--- config.mk ---
export PLATFORM = sky130hd
export DESIGN_NAME = melody_tone_sequencer
export DESIGN_NICKNAME = d
export VERILOG_FILES = /design/src/hw/melody_pkg.sv /design/src/hw/melody_tone_sequencer.sv
export SDC_FILE = /design/constraint.sdc
export NUM_CORES = 1
export LEC_CHECK = 0
export BUFFER_PORTS_ARGS = -buffer_cell sky130_fd_sc_hd__clkbuf_2
export CAP_MARGIN = 20
export CORE_AREA = 2 2 108 110
export DETAILED_ROUTE_END_ITERATION = 6
export DIE_AREA = 0 0 110 112
export GPL_TIMING_DRIVEN = 0
export PLACE_DENSITY = 0.78
export SETUP_SLACK_MARGIN = 0.15
export SYNTH_ARGS = -nofsm -noshare
export SYNTH_HDL_FRONTEND = slang
export SYNTH_SLANG_ARGS = --single-unit
--- constraint.sdc ---
create_clock -name REF_CLK -period 6.3 [get_ports REF_CLK]
set_clock_uncertainty 0.15 [all_clocks]
set_input_delay 0.315 -clock REF_CLK [delete_from_list [all_inputs] [get_ports REF_CLK]]
set_output_delay 0.315 -clock REF_CLK [all_outputs]
set_load 0.1 [all_outputs]
--- src/hw/melody_pkg.sv ---
// Constants, register map and types for the melody tone sequencer.
// Assumes a 40 MHz system clock and a low-speed time-base tick pulse.
package melody_pkg;

  localparam int  REF_CLK_HZ       = 40_000_000;
  localparam int  LOW_SPEED_HZ     = 32_768;
  localparam int  TICKS_PER_UNIT   = 64;
  localparam int  TEMPO_W          = 4;
  localparam int  LEN_W            = 6;
  localparam int  PITCH_W          = 7;
  localparam int  PHASE_W          = 8;
  localparam int  UNIT_W           = 11;
  localparam int  LCNT_W           = 7;

  // Melody word layout
  localparam int  WORD_LAST_BIT    = 15;
  localparam int  WORD_LEN_HI      = 13;
  localparam int  WORD_LEN_LO      = 8;
  localparam int  WORD_PITCH_HI    = 6;
  localparam int  WORD_PITCH_LO    = 0;
  localparam int  PITCH_SIL_LO     = 2;

  // Phase step per tick: four half-period units per tick give 2*f/(N+2)
  localparam logic [PHASE_W-1:0] PHASE_STEP = 8'h04;
  localparam logic [PHASE_W-1:0] PITCH_BIAS = 8'h02;

  // APB register byte offsets
  localparam logic [7:0] OFS_TEMPO       = 8'h00;
  localparam logic [7:0] OFS_CONTROL     = 8'h04;
  localparam logic [7:0] OFS_START_ADDR  = 8'h08;
  localparam logic [7:0] OFS_INT_STATUS  = 8'h0C;
  localparam logic [7:0] OFS_INT_MASK    = 8'h10;

  localparam int  CTRL_START_BIT   = 0;
  localparam int  CTRL_ACTIVE_BIT  = 3;
  localparam int  INT_END_BIT      = 0;

  localparam logic [TEMPO_W-1:0] TEMPO_RST = 4'h0;
  localparam logic               MASK_RST  = 1'b0;

  typedef enum logic [1:0] {
    SEQ_IDLE = 2'b00,
    SEQ_FILL = 2'b01,
    SEQ_PLAY = 2'b10
  } seq_state_t;

endpackage

--- src/hw/melody_tone_sequencer.sv ---
// Melody tone sequencer: fetches melody words from program ROM, plays
// square-wave tones and times notes from the low-speed tick.
// Assumes LOW_SPEED_TICK is a one-cycle pulse synchronous to REF_CLK and
// that the ROM answers each held request with a one-cycle ROM_ACK.
//
// Behaviour
// - Four-bit tempo; codes 0 and 1 equal
// - Word: last flag, length, pitch; bits 14,7 ignored
// - Tone frequency is two ticks over pitch+2
// - Pitch code read as unsigned, bit 6 MSB
// - Pitch bits 6..2 zero means silence
// - Length code bits 13..8, unsigned
// - Zero length behaves as length one
// - Duration is 64 ticks times (tempo+1)(length+1)
// - Tempo bits read as unsigned, bit 3 MSB
// - Start may lengthen the running note slightly
// - Last word raises end interrupt, then stop
// - Start sets active flag; end or reset clears
`timescale 1ns/10ps
module melody_tone_sequencer
  import melody_pkg::*;
#(
  parameter int ROM_AW = 16
) (
  input  wire logic              REF_CLK,
  input  wire logic              RST_N,
  input  wire logic              LOW_SPEED_TICK,
  input  wire logic              PSEL,
  input  wire logic              PENABLE,
  input  wire logic              PWRITE,
  input  wire logic [7:0]        PADDR,
  input  wire logic [31:0]       PWDATA,
  output logic      [31:0]       PRDATA,
  output logic                   PREADY,
  output logic                   PSLVERR,
  output logic      [ROM_AW-1:0] ROM_ADDR,
  output logic                   ROM_REQ,
  input  wire logic              ROM_ACK,
  input  wire logic [15:0]       ROM_DATA,
  output logic                   TONE_OUT,
  output logic                   MELODY_ACTIVE,
  output logic                   IRQ
);

  // Longest unit in ticks is not needed in logic; kept for duration math checks
  localparam int UNIT_MAX = TICKS_PER_UNIT * (1 << TEMPO_W);

  function automatic logic reg_hit(input logic [7:0] a);
    reg_hit = (a == OFS_TEMPO) || (a == OFS_CONTROL) || (a == OFS_START_ADDR)
           || (a == OFS_INT_STATUS) || (a == OFS_INT_MASK);
  endfunction

  logic [TEMPO_W-1:0] melody_tempo_select_r;
  logic [ROM_AW-1:0]  start_addr_r;
  logic               int_status_r;
  logic               int_mask_r;
  seq_state_t         state_r;
  logic [ROM_AW-1:0]  fetch_addr_r;
  logic               req_r;
  logic               discard_r;
  logic               nxt_vld_r;
  logic [15:0]        nxt_word_r;
  logic               pend_r;
  logic               cur_last_r;
  logic [PITCH_W-1:0] pitch_code_r;
  logic [UNIT_W-1:0]  unit_cnt_r;
  logic [LCNT_W-1:0]  len_cnt_r;
  logic [PHASE_W-1:0] phase_r;
  logic               tone_r;

  logic               wr_en;
  logic               rd_en;
  logic               melody_start_instr;
  logic               playing;
  logic               active;
  logic [TEMPO_W-1:0] tempo_code;
  logic [UNIT_W-1:0]  unit_len;
  logic               unit_wrap;
  logic               expire;
  logic               stop;
  logic               load;
  logic               fetch_ok;
  logic               ack_take;
  logic               end_event;
  logic [LEN_W-1:0]   note_length_code;
  logic [LCNT_W-1:0]  len_load;
  logic [PHASE_W-1:0] phase_sum;
  logic [PHASE_W-1:0] pitch_div;
  logic               silent;

  // APB slave, zero wait states
  assign wr_en   = PSEL && PENABLE && PWRITE;
  assign rd_en   = PSEL && PENABLE && !PWRITE;
  assign PREADY  = 1'b1;
  assign PSLVERR = PSEL && PENABLE && !reg_hit(PADDR);

  assign melody_start_instr = wr_en && (PADDR == OFS_CONTROL) && PWDATA[CTRL_START_BIT];

  always_ff @(posedge REF_CLK or negedge RST_N) begin
    if (!RST_N) begin
      melody_tempo_select_r <= TEMPO_RST;
      start_addr_r          <= '0;
      int_mask_r            <= MASK_RST;
    end else if (wr_en) begin
      if (PADDR == OFS_TEMPO) begin
        melody_tempo_select_r <= PWDATA[TEMPO_W-1:0];
      end
      if (PADDR == OFS_START_ADDR) begin
        start_addr_r <= PWDATA[ROM_AW-1:0];
      end
      if (PADDR == OFS_INT_MASK) begin
        int_mask_r <= PWDATA[INT_END_BIT];
      end
    end
  end

  always_comb begin
    PRDATA = '0;
    if (rd_en) begin
      unique case (PADDR)
        OFS_TEMPO:      PRDATA[TEMPO_W-1:0]    = melody_tempo_select_r;
        OFS_CONTROL:    PRDATA[CTRL_ACTIVE_BIT] = active;
        OFS_START_ADDR: PRDATA[ROM_AW-1:0]     = start_addr_r;
        OFS_INT_STATUS: PRDATA[INT_END_BIT]    = int_status_r;
        OFS_INT_MASK:   PRDATA[INT_END_BIT]    = int_mask_r;
        default:        PRDATA = '0;
      endcase
    end
  end

  // Melody-end status: set wins over a write-one clear
  always_ff @(posedge REF_CLK or negedge RST_N) begin
    if (!RST_N) begin
      int_status_r <= 1'b0;
    end else if (end_event) begin
      int_status_r <= 1'b1;
    end else if (wr_en && (PADDR == OFS_INT_STATUS) && PWDATA[INT_END_BIT]) begin
      int_status_r <= 1'b0;
    end
  end

  assign IRQ = int_status_r && int_mask_r;

  // Duration timing
  assign tempo_code = (melody_tempo_select_r == '0) ? 4'h1 : melody_tempo_select_r;
  assign unit_len   = UNIT_W'(TICKS_PER_UNIT) * (UNIT_W'(tempo_code) + 1'b1);
  // Compare with >= so a tempo lowered mid-note cannot leave the counter past its wrap
  assign unit_wrap  = LOW_SPEED_TICK && (unit_cnt_r >= unit_len - 1'b1);
  assign playing    = (state_r == SEQ_PLAY);
  assign active     = (state_r != SEQ_IDLE);
  assign expire     = playing && unit_wrap && (len_cnt_r == LCNT_W'(1));
  assign stop       = expire && cur_last_r && !pend_r && !melody_start_instr;
  assign load       = nxt_vld_r && active && (!playing || expire) && !stop;
  assign end_event  = load && nxt_word_r[WORD_LAST_BIT];

  assign note_length_code = nxt_word_r[WORD_LEN_HI:WORD_LEN_LO];
  assign len_load = (note_length_code == '0) ? LCNT_W'(1)
                                             : LCNT_W'(note_length_code);

  always_ff @(posedge REF_CLK or negedge RST_N) begin
    if (!RST_N) begin
      state_r <= SEQ_IDLE;
    end else begin
      unique case (state_r)
        SEQ_IDLE: if (melody_start_instr) begin
          state_r <= SEQ_FILL;
        end
        SEQ_FILL: if (load) begin
          state_r <= SEQ_PLAY;
        end
        SEQ_PLAY: begin
          if (stop) begin
            state_r <= SEQ_IDLE;
          end else if (expire && !load) begin
            state_r <= SEQ_FILL;
          end
        end
        default: state_r <= SEQ_IDLE;
      endcase
    end
  end

  // Unit counter restarts on start, which may lengthen the running note
  always_ff @(posedge REF_CLK or negedge RST_N) begin
    if (!RST_N) begin
      unit_cnt_r <= '0;
    end else if (melody_start_instr || load) begin
      unit_cnt_r <= '0;
    end else if (LOW_SPEED_TICK && playing) begin
      unit_cnt_r <= unit_wrap ? '0 : unit_cnt_r + 1'b1;
    end
  end

  always_ff @(posedge REF_CLK or negedge RST_N) begin
    if (!RST_N) begin
      len_cnt_r <= '0;
    end else if (load) begin
      len_cnt_r <= len_load + 1'b1;
    end else if (unit_wrap && playing && len_cnt_r != '0) begin
      len_cnt_r <= len_cnt_r - 1'b1;
    end
  end

  // Start pending until the next word is loaded
  always_ff @(posedge REF_CLK or negedge RST_N) begin
    if (!RST_N) begin
      pend_r <= 1'b0;
    end else if (melody_start_instr) begin
      pend_r <= 1'b1;
    end else if (load || stop) begin
      pend_r <= 1'b0;
    end
  end

  // ROM prefetch
  assign fetch_ok = active && !req_r && !nxt_vld_r && !(playing && cur_last_r && !pend_r);
  assign ack_take = req_r && ROM_ACK && !discard_r && !melody_start_instr;
  assign ROM_REQ  = req_r;
  assign ROM_ADDR = fetch_addr_r;

  always_ff @(posedge REF_CLK or negedge RST_N) begin
    if (!RST_N) begin
      req_r <= 1'b0;
    end else if (req_r && ROM_ACK) begin
      req_r <= 1'b0;
    end else if (fetch_ok) begin
      req_r <= 1'b1;
    end
  end

  always_ff @(posedge REF_CLK or negedge RST_N) begin
    if (!RST_N) begin
      discard_r <= 1'b0;
    end else if (melody_start_instr) begin
      discard_r <= req_r && !ROM_ACK;
    end else if (ROM_ACK) begin
      discard_r <= 1'b0;
    end
  end

  always_ff @(posedge REF_CLK or negedge RST_N) begin
    if (!RST_N) begin
      fetch_addr_r <= '0;
    end else if (melody_start_instr && !(req_r && !ROM_ACK)) begin
      fetch_addr_r <= start_addr_r;
    end else if (discard_r && ROM_ACK) begin
      fetch_addr_r <= start_addr_r; // Address held until the dropped word is acked
    end else if (ack_take) begin
      fetch_addr_r <= fetch_addr_r + 1'b1;
    end
  end

  always_ff @(posedge REF_CLK or negedge RST_N) begin
    if (!RST_N) begin
      nxt_vld_r  <= 1'b0;
      nxt_word_r <= '0;
    end else if (melody_start_instr) begin
      nxt_vld_r <= 1'b0;
    end else if (ack_take) begin
      nxt_vld_r  <= 1'b1;
      nxt_word_r <= ROM_DATA;
    end else if (load) begin
      nxt_vld_r <= 1'b0;
    end
  end

  // Current note; bits 14 and 7 are never looked at
  always_ff @(posedge REF_CLK or negedge RST_N) begin
    if (!RST_N) begin
      cur_last_r   <= 1'b0;
      pitch_code_r <= '0;
    end else if (load) begin
      cur_last_r   <= nxt_word_r[WORD_LAST_BIT];
      pitch_code_r <= nxt_word_r[WORD_PITCH_HI:WORD_PITCH_LO];
    end
  end

  // Tone generator: phase accumulator toggles the output 4f/(N+2) times a second
  assign silent    = (pitch_code_r[PITCH_W-1:PITCH_SIL_LO] == '0);
  assign pitch_div = PHASE_W'(pitch_code_r) + PITCH_BIAS;
  assign phase_sum = phase_r + PHASE_STEP;

  always_ff @(posedge REF_CLK or negedge RST_N) begin
    if (!RST_N) begin
      phase_r <= '0;
      tone_r  <= 1'b0;
    end else if (load || !playing || silent) begin
      phase_r <= '0;
      tone_r  <= 1'b0;
    end else if (LOW_SPEED_TICK) begin
      if (phase_sum >= pitch_div) begin
        phase_r <= phase_sum - pitch_div;
        tone_r  <= !tone_r;
      end else begin
        phase_r <= phase_sum;
      end
    end
  end

  assign TONE_OUT      = tone_r;
  assign MELODY_ACTIVE = active;
endmodule

Word-level counts from Yosys, hierarchy flattened
Cells that the tools add are included.
{"block": "classes", "bitwise": 1, "add_sub_neg": 9, "order_cmp": 2, "n_mux": 37, "eq_ne": 10, "n_reduce_logical": 79}
{"cell": "$mux 16", "n": 4}
{"cell": "$logic_and 1x1->1", "n": 33}
{"cell": "$mux 11", "n": 3}
{"cell": "$mux 8", "n": 3}
{"cell": "$reduce_bool 2->1", "n": 9}
{"cell": "$add 16x1->16 const B", "n": 1}
{"cell": "$eq 8x4->1 const B", "n": 2}
{"cell": "$logic_not 1->1", "n": 14}
{"cell": "$mux 1", "n": 14}
{"cell": "$mux 7", "n": 2}
{"cell": "$mux 12", "n": 1}
{"cell": "$add 11x1->11 const B", "n": 1}
{"cell": "$ge 11x11->1", "n": 1}
{"cell": "$sub 11x1->11 const B", "n": 1}
{"cell": "$reduce_and 2->1", "n": 5}
{"cell": "$logic_or 1x1->1", "n": 9}
{"cell": "$add 7x2->8 const B", "n": 1}
{"cell": "$add 8x3->8 const B", "n": 1}
{"cell": "$eq 8x3->1 const B", "n": 1}
{"cell": "$eq 8x5->1 const B", "n": 1}
{"cell": "$ge 8x8->1", "n": 1}
{"cell": "$logic_not 8->1", "n": 1}
{"cell": "$mux 2", "n": 4}
{"cell": "$sub 8x8->8", "n": 1}
{"cell": "other kinds (22)", "n": 24}
{"block": "word_totals", "regBits": 95, "input_bits": 63, "elab_cells": 155}

Longest topological paths before layout
Gate-level depths: netlist of the first run.
{"block": "depth", "ltp_word": 18, "ltp_mapped": 11, "depth_no_buf": 10}

Worst setup path after synthesis of the first run
No wires, ideal clock.
{"block": "synth_timing", "kind": "in2out", "startpoint": "in PADDR[1]", "endpoint": "out PRDATA[3]", "t_required_ns": 5.835, "arrival_time_ns": 3.394, "slack_ns": 2.441, "n_path_buf": 0, "cell_stages": 6, "cell_sequence": "or4_4 nor2_1 nand3_1 a21oi_1 a31oi_1 nor3_1"}
{"block": "synth_between", "elab_chain_len": 3}
{"item": "start, declared", "line": "melody_tone_sequencer.sv:31", "text": "input wire logic [7:0] PADDR,"}
{"item": "$eq 8x4->1 (tied with other cells)", "line": "melody_tone_sequencer.sv:120", "text": "unique case (PADDR)"}
{"item": "$pmux 1 s3 *", "line": "melody_tone_sequencer.sv:120"}
{"item": "$mux 16 *", "line": "melody_tone_sequencer.sv:119", "text": "if (rd_en) begin"}
{"item": "end, declared", "line": "melody_tone_sequencer.sv:33", "text": "output logic [31:0] PRDATA,"}
Mark *: on every way between the ends. The rest lies on a longest branch, timed or not.

Final worst setup path of the first run
{"block": "layout_timing", "startpoint": "in PADDR[1]", "endpoint": "out PRDATA[10]"}
{"block": "layout_between", "elab_chain_len": 3}
{"item": "$eq 8x4->1", "line": "melody_tone_sequencer.sv:120"}
{"item": "$mux 12", "line": "melody_tone_sequencer.sv:120"}
{"item": "$mux 16", "line": "melody_tone_sequencer.sv:119"}
No other way between the ends.

==> results of run 1 <==
power by group:
group          leakage, nW  switching [mW]  internal (mW)
registers             1.22          0.0793          0.671
clock network        0.149           0.250          0.321
logic                 1.71           0.251          0.101
metal layers:
metal	vias to the layer above	global-route usage (%)
met5	-	0
met4	0	9.03
met3	22	3.51
met2	183	38.3
met1	2394	30.2
li1	2306	-
metrics by stage:
stage	power, mW	utilization (%)	instances	hold slack [ps]	setup slack [ps]
6_report	1.67	57.9	851	-0.278	2830
2_1_floorplan	1.01	-	609	-131	2440
5_1_grt	1.75	57.9	851	21.8	2730
4_1_cts	1.68	57.9	851	2.30	2810
3_3_place_gp	1.09	54.6	830	306	2880
3_5_place_dp	1.11	54.8	831	213	2820
worst min-delay path, cell delays in order:
cell and delay (ps):
clkbuf_2 70, nand2_1 40, nand2_1 50
cells in the final DEF (no fill, tap or decap), types with 19 or more instances in the layout:
cell type  netlist  final
dfrtp_1         93     93
nand2_1         91     91
clkbuf_2         0     77
nor2_1          32     32
nand3_1         31     31
o21ai_0         29     29
a21oi_1         28     28
mux2_2          27     27
inv_1           20     20
nor3_1          20     20
ha_1            19     19
how the worst max path moves through the flow:
stage	from	to	slack, ps	cells after the start
after CTS	PADDR[1]	PRDATA[10]	2810	9
final	PADDR[1]	PRDATA[10]	2830	9
after detailed placement	PADDR[1]	PRDATA[10]	2820	9
after global routing	PADDR[1]	PRDATA[10]	2730	9
after global placement	PADDR[1]	PRDATA[9]	2880	9
after floorplan	PADDR[1]	PRDATA[3]	2440	6
cell families after synthesis:
family	count (synthesis)	share of synthesized area, %
simple gates	253	23.1
compound gates	113	13.9
flops	93	42.6
buf+inv	57	5.45
mux	31	6.29
xor+xnor	24	3.85
fa+ha+maj	20	4.72
other cells	2	0.137
layout make-up:
class                      instances  share of cell area (%)
multi-input combinational        459                    44.8
sequential                        93                    35.9
timing repair buffer              83                    7.11
clock buffer                      10                    3.69
buffer                            37                    3.44
tap                              143                    2.76
inverter                          20                    1.16
clock inverter                     6                    1.06
registers in the layout, summed over array words and instances (netlist names), 2 cells and up:
signal	cells
len_cnt_r	7
nxt_word_r	14
ROM_ADDR	16
pitch_code_r	7
start_addr_r	16
phase_r	8
unit_cnt_r	11
melody_tempo_select_r	4
state_r	2
timing repair:
action                    4_1_cts  5_1_grt
hold endpoints to repair       40        0
setup buffers                   0        0
gates resized for setup         0        0
hold buffers                    4        0
==> metrics.md, run 1 <==
| Metric | Value |
|---|---|
| Top post-synthesis cells by count | `dfrtp_1, nand2_1, nor2_1` |
| Seq/Total Area, Yosys | `42.6%` |
| Worst Hold Depth | `3` |
| Worst-path cell chain | `clkbuf_2 > or4_4 > or2_1 > buf_6 > or3_2 > nor2_1 > clkbuf_1 > and2_1 > clkbuf_2` |
| Vias per std cell | `slightly below 6` |
| Avg Cell Area, Syn | `9.22 um^2` |
| Area after DPL | `6130 um^2` |
| Layout net count | `a little under 800` |
| DR WL/cell | `15.8 um` |
| Deepest clock path buffer count | `2` |
| Die area | `about 12,000 um^2` |
| Antenna-violating nets left | `0` |
| Die extent in x | `110 um` |
| Reg area | `2330 um^2` |
| Crit-path max FO | `10` |
| Share of layout cells above drive strength 1 | `between 20 and 25%` |
| Most frequent cell after synthesis | `dfrtp_1` |
| WL met1 | `5.68 mm` |
| Pre-Repair DR Iteration Count | `4` |
| RSZ-0062 raised after global routing | `false` |
| Syn Std Cell Area | `around 5500 um^2` |
| Cell family contributing the most delay on the critical path | `simple AND/OR/NAND/NOR gates` |
| MaxCap Viol Count | `0` |
| Setup TNS | `0 ps` |
| Setup Viol. Count Final | `0` |
| Root Driver | `clkbuf_16` |
| Max_slew headroom | `47.0%` |
| Hold EP | `nxt_word_r[12]` |
| Top cell type's share of synthesized area | `42.6%` |
| Final hold vios | `1` |
| Remaining DRCs | `0` |
| DRT Wirelength | `13.4 mm` |
| Total CTS buffers | `9` |
| CP Capture Type | `primary output` |
| IO Pins | `117` |
| ANT cells | `0` |
| Vias in the first global route | `roughly 4,700` |
| First-pass GRT wire length | `roughly 22 mm` |
| P&R area growth vs syn | `18.4%` |
| Uppermost layer routed | `met4` |
| Final Cell Area | `6470 um^2` |
| Via Count | `roughly 5,000` |
| Worst r2r dst | `phase_r[6]` |
| Synth warn | `0` |
| Largest net degree at the start of global routing | `57` |
| DP HPWL | `~10 mm` |
| P_leak | `between 3 and 4 nW` |
| Tmin final | `approximately 3500 ps` |
| WS Path Type | `in -> out` |
| Main flop type after synthesis | `dfrtp_1` |
| Initial antenna violation count | `0` |
| Grt ovf | `0` |
| CTS tree | `built` |
| Htree depth | `3` |
| Upper clock frequency limit | `288 MHz` |
| WL met2 | `6.67 mm` |
| Initial Utilization | `48.9%` |
| Sink Count | `93` |
| Top post-synthesis cells by area | `dfrtp_1, nand2_1, mux2_2` |
| CP startpoint kind | `primary input` |
| Final Cycle Share | `55.1%` |
| Reg2Reg Depth | `10` |
| Cells after Synth | `593` |
| # fillers | `991` |
| Final Max Tran Viols | `0` |
| Flops & latches, synth | `a little over 90` |
| Failing checks | `hold timing` |
| Critical Path AT | `3010 ps` |
| Multi-input logic area | `2900 um^2` |
| Post-synth EDFFs | `0` |
| Hold slack | `-0.278 ps` |
| Launching point of the worst reg2reg path | `phase_r[2]` |
| Max stage delay on crit path | `570 ps` |
| Clk_lat worst skew | `360 ps` |
| Synth cell types | `61` |
| Crit-path slowest cell | `or4_4` |
| Worst Path Buf+Inv | `4` |
| Pwr/cell area | `approximately 260 nW/um^2` |
| Site Rows | `39` |
| HP Class | `in -> reg` |
| Met3 WL | `775 um` |
| Initial DRC count | `285` |
| IO Port Bufs | `78` |
| Worst R2R Setup Slack | `between 3000 and 4000 ps` |
| Worst hold start | `ROM_DATA[12]` |
| GRT Total Usage | `23.1%` |
| CP required | `5830 ps` |
| Core Region | `11,200 um^2` |
| Synth area leader | `dfrtp_1` |
| Clock transition at path regs | `70 ps` |
| DIE HEIGHT | `112 um` |
| Most Frequent Cell on Critical Path | `clkbuf_2` |
| Peak supply drop | `about 0.22 mV` |
| Slew @ Worst Pin | `roughly 800 ps` |
| Post-synth ARST share | `100%` |
| Gpl congestion | `0.884` |
| Status | `complete, but fails checks` |
No activity file was read; power rests on OpenSTA's default activity.
==> inputs of run 2 (changes only) <==
==> constraint.sdc (replaced) <==
create_clock -name REF_CLK -period 3.5 [get_ports REF_CLK]
set_clock_uncertainty 0.15 [all_clocks]
set_input_delay 0.175 -clock REF_CLK [delete_from_list [all_inputs] [get_ports REF_CLK]]
set_output_delay 0.175 -clock REF_CLK [all_outputs]
set_load 0.1 [all_outputs]
==> metrics.md, run 2 (synthesis gave the netlist of run 1 again) <==
| Metric | Value |
|---|---|
| Status | `complete, no violations` |
| Switch share | `34.1% (-0.62 points)` |
| Clock network power share | `33.2% (-0.9 points)` |
| Setup TNS | `0 ps (unchanged)` |
| Vias in the first global route | `4,886 (+4.7%)` |
| Commonest non-fill, non-tap cell in the layout | `dfrtp_1` |
| HP Class | `in -> reg` |
| Peak supply drop | `0.513 mV (+130%)` |
| ANT cells | `0 (unchanged)` |
| Launching point of the worst reg2reg path | `phase_r[2]` |
| Critical Path AT | `2890 ps (-120 ps)` |
| Worst R2R Setup Slack | `370 ps (-2680 ps)` |
| Crit-path max FO | `10 (unchanged)` |
| IO Port Bufs | `78 (unchanged)` |
| Gpl congestion | `0.937 (+6.0%)` |
| Clk_lat worst skew | `350 ps (about the same)` |
| Worst hold start | `PADDR[4]` |
| Deepest clock path buffer count | `2 (unchanged)` |
| Share of layout cells above drive strength 1 | `22.1% (-0.79 points)` |
| Initial antenna violation count | `0 (unchanged)` |
| DP HPWL | `9.58 mm (-4.1%)` |
| Antenna-violating nets left | `0 (unchanged)` |
| GRT Total Usage | `23.3% (+0.14 points)` |
| Logic pwr share | `21.8% (+0.7 points)` |
| MaxCap Viol Count | `0 (unchanged)` |
| CP required | `3170 ps (-2660 ps)` |
| Sink Count | `93 (unchanged)` |
| RSZ-0062 raised after global routing | `false` |
| Final Max Tran Viols | `0 (unchanged)` |
| WL met1 | `5.88 mm (+3.6%)` |
| DIE HEIGHT | `112 um (unchanged)` |
| CTS tree | `built` |
| WL met2 | `6.64 mm (-0.43%)` |
| IO Pins | `117 (unchanged)` |
| Die extent in x | `110 um (unchanged)` |
| Tmin final | `3210 ps` |
| # fillers | `917 (-7.5%)` |
| Layout net count | `817 (+3.9%)` |
| Reg2Reg Depth | `11 (+1)` |
| Hold slack | `135 ps (+135 ps)` |
| Net switching power | `1.02 mW (+75%)` |
| Pwr/cell area | `440 nW/um^2 (+70%)` |
| Final Util | `60.7% (+2.8 points)` |
| P_leak | `3.21 nW (+4.2%)` |
| Hold EP | `discard_r` |
| Area after DPL | `6130 um^2 (about the same)` |
| DRT Wirelength | `13.5 mm (+0.48%)` |
| Core Region | `11,200 um^2 (unchanged)` |
| Final Cycle Share | `around nine tenths` |
| Final Cell Area | `6780 um^2 (+4.8%)` |
| Htree depth | `3 (unchanged)` |
| CP startpoint kind | `primary input` |
| Root Driver | `clkbuf_16` |
| Pre-Repair DR Iteration Count | `5 (+1)` |
| DR WL/cell | `15.3 um (-2.9%)` |
| Grt ovf | `0 (unchanged)` |
| Initial DRC count | `275 (-3.5%)` |
| Max_slew headroom | `52.5% (+5.5 points)` |
| Final hold vios | `0 (-1)` |
| Worst Hold Depth | `5 (+2)` |
| Tot Pwr | `2.99 mW (+78%)` |
| Vias per std cell | `5.56 (-3.5%)` |
| Site Rows | `39 (unchanged)` |
| Die area | `12,300 um^2 (unchanged)` |
| Sequential share of power | `45.1% (+0.3 points)` |
| P&R area growth vs syn | `24.1%` |
| Initial Utilization | `48.9% (unchanged)` |
| Internal power | `1.97 mW (+80%)` |
| Clock transition at path regs | `70 ps (about the same)` |
| CP Capture Type | `primary output` |
| Worst r2r dst | `phase_r[2]` |
| First-pass GRT wire length | `22.7 mm (+0.76%)` |
| Largest net degree at the start of global routing | `63 (+11%)` |
| Upper clock frequency limit | `311 MHz` |
| Slew @ Worst Pin | `707 ps (-81.7 ps)` |
| WS Path Type | `in -> out` |
| Via Count | `4,902 (-0.061%)` |
| Remaining DRCs | `0 (unchanged)` |
| Total CTS buffers | `9 (unchanged)` |
| Setup Viol. Count Final | `0 (unchanged)` |
| Uppermost layer routed | `met4` |
| Met3 WL | `676 um (-13%)` |
| Most frequent cells in the layout | `dfrtp_1, nand2_1, clkbuf_2` |
==> run 2: changes by cell type in the layout (fill, tap and decap cells not counted), sizes merged <==
cell	delta
clkinv	-1
buf	+10
clkinvlp	+1
dlygate4sd3	+31
clkbuf	-11
==> run 2: how the worst max path moves through the flow <==
stage	startpoint	end	slack, ps	cells after the start
2_1_floorplan	PADDR[1]	PRDATA[1]	390	5
3_3_place_gp	PADDR[1]	PRDATA[9]	350	9
3_5_place_dp	phase_r[2]	phase_r[4]	320	10
4_1_cts	PSEL	PRDATA[5]	280	9
5_1_grt	PSEL	PRDATA[9]	160	9
6_report	PSEL	PRDATA[5]	290	9
==> run 2: power groups by stage <==
stage / registers [mW] / clock network, mW / logic [mW]
2_1_floorplan: 1.47 / 0 / 0.346
3_3_place_gp: 1.35 / 0 / 0.607
3_5_place_dp: 1.36 / 0 / 0.620
4_1_cts: 1.34 / 1.00 / 0.653
5_1_grt: 1.36 / 1.04 / 0.719
6_report: 1.35 / 0.990 / 0.650
==> run 2: area by class of cell <==
type	instances	area [um^2]	area share, %
Clock inverter	6	71.3	1.05
Tap cell	143	179	2.64
Sequential cell	93	2330	34.3
Multi-Input combinational cell	459	2910	42.9
Timing Repair Buffer	114	771	11.4
Clock buffer	9	225	3.32
Buffer	37	223	3.28
Inverter	20	75.1	1.11
==> run 2: critical path: stages <==
cell,delay (ps)
dlygate4sd3_1,540
clkbuf_2,140
nand2_1,70
or2_2,310
or3_2,500
nor2_1,200
clkbuf_1,350
and2_1,190
buf_2,420
==> run 2: metrics by stage <==
stage,std cells,setup slack (ps)
3_5_place_dp,831,322
3_3_place_gp,830,353
4_1_cts,881,277
6_report,881,290
5_1_grt,881,159
2_1_floorplan,609,386
==> run 2: repair_timing <==
action	CTS	global route
endpoints found under the setup margin	0	14
setup buffers	0	0
hold buffers	35	0
endpoints found under the hold margin	68	0
resized for setup	0	11
==> run 2: layer usage <==
layer,global-route usage [%],vias up
li1,-,2372
met1,30.2,2337
met2,38.4,166
met3,4.27,27
met4,8.69,0
met5,0,-
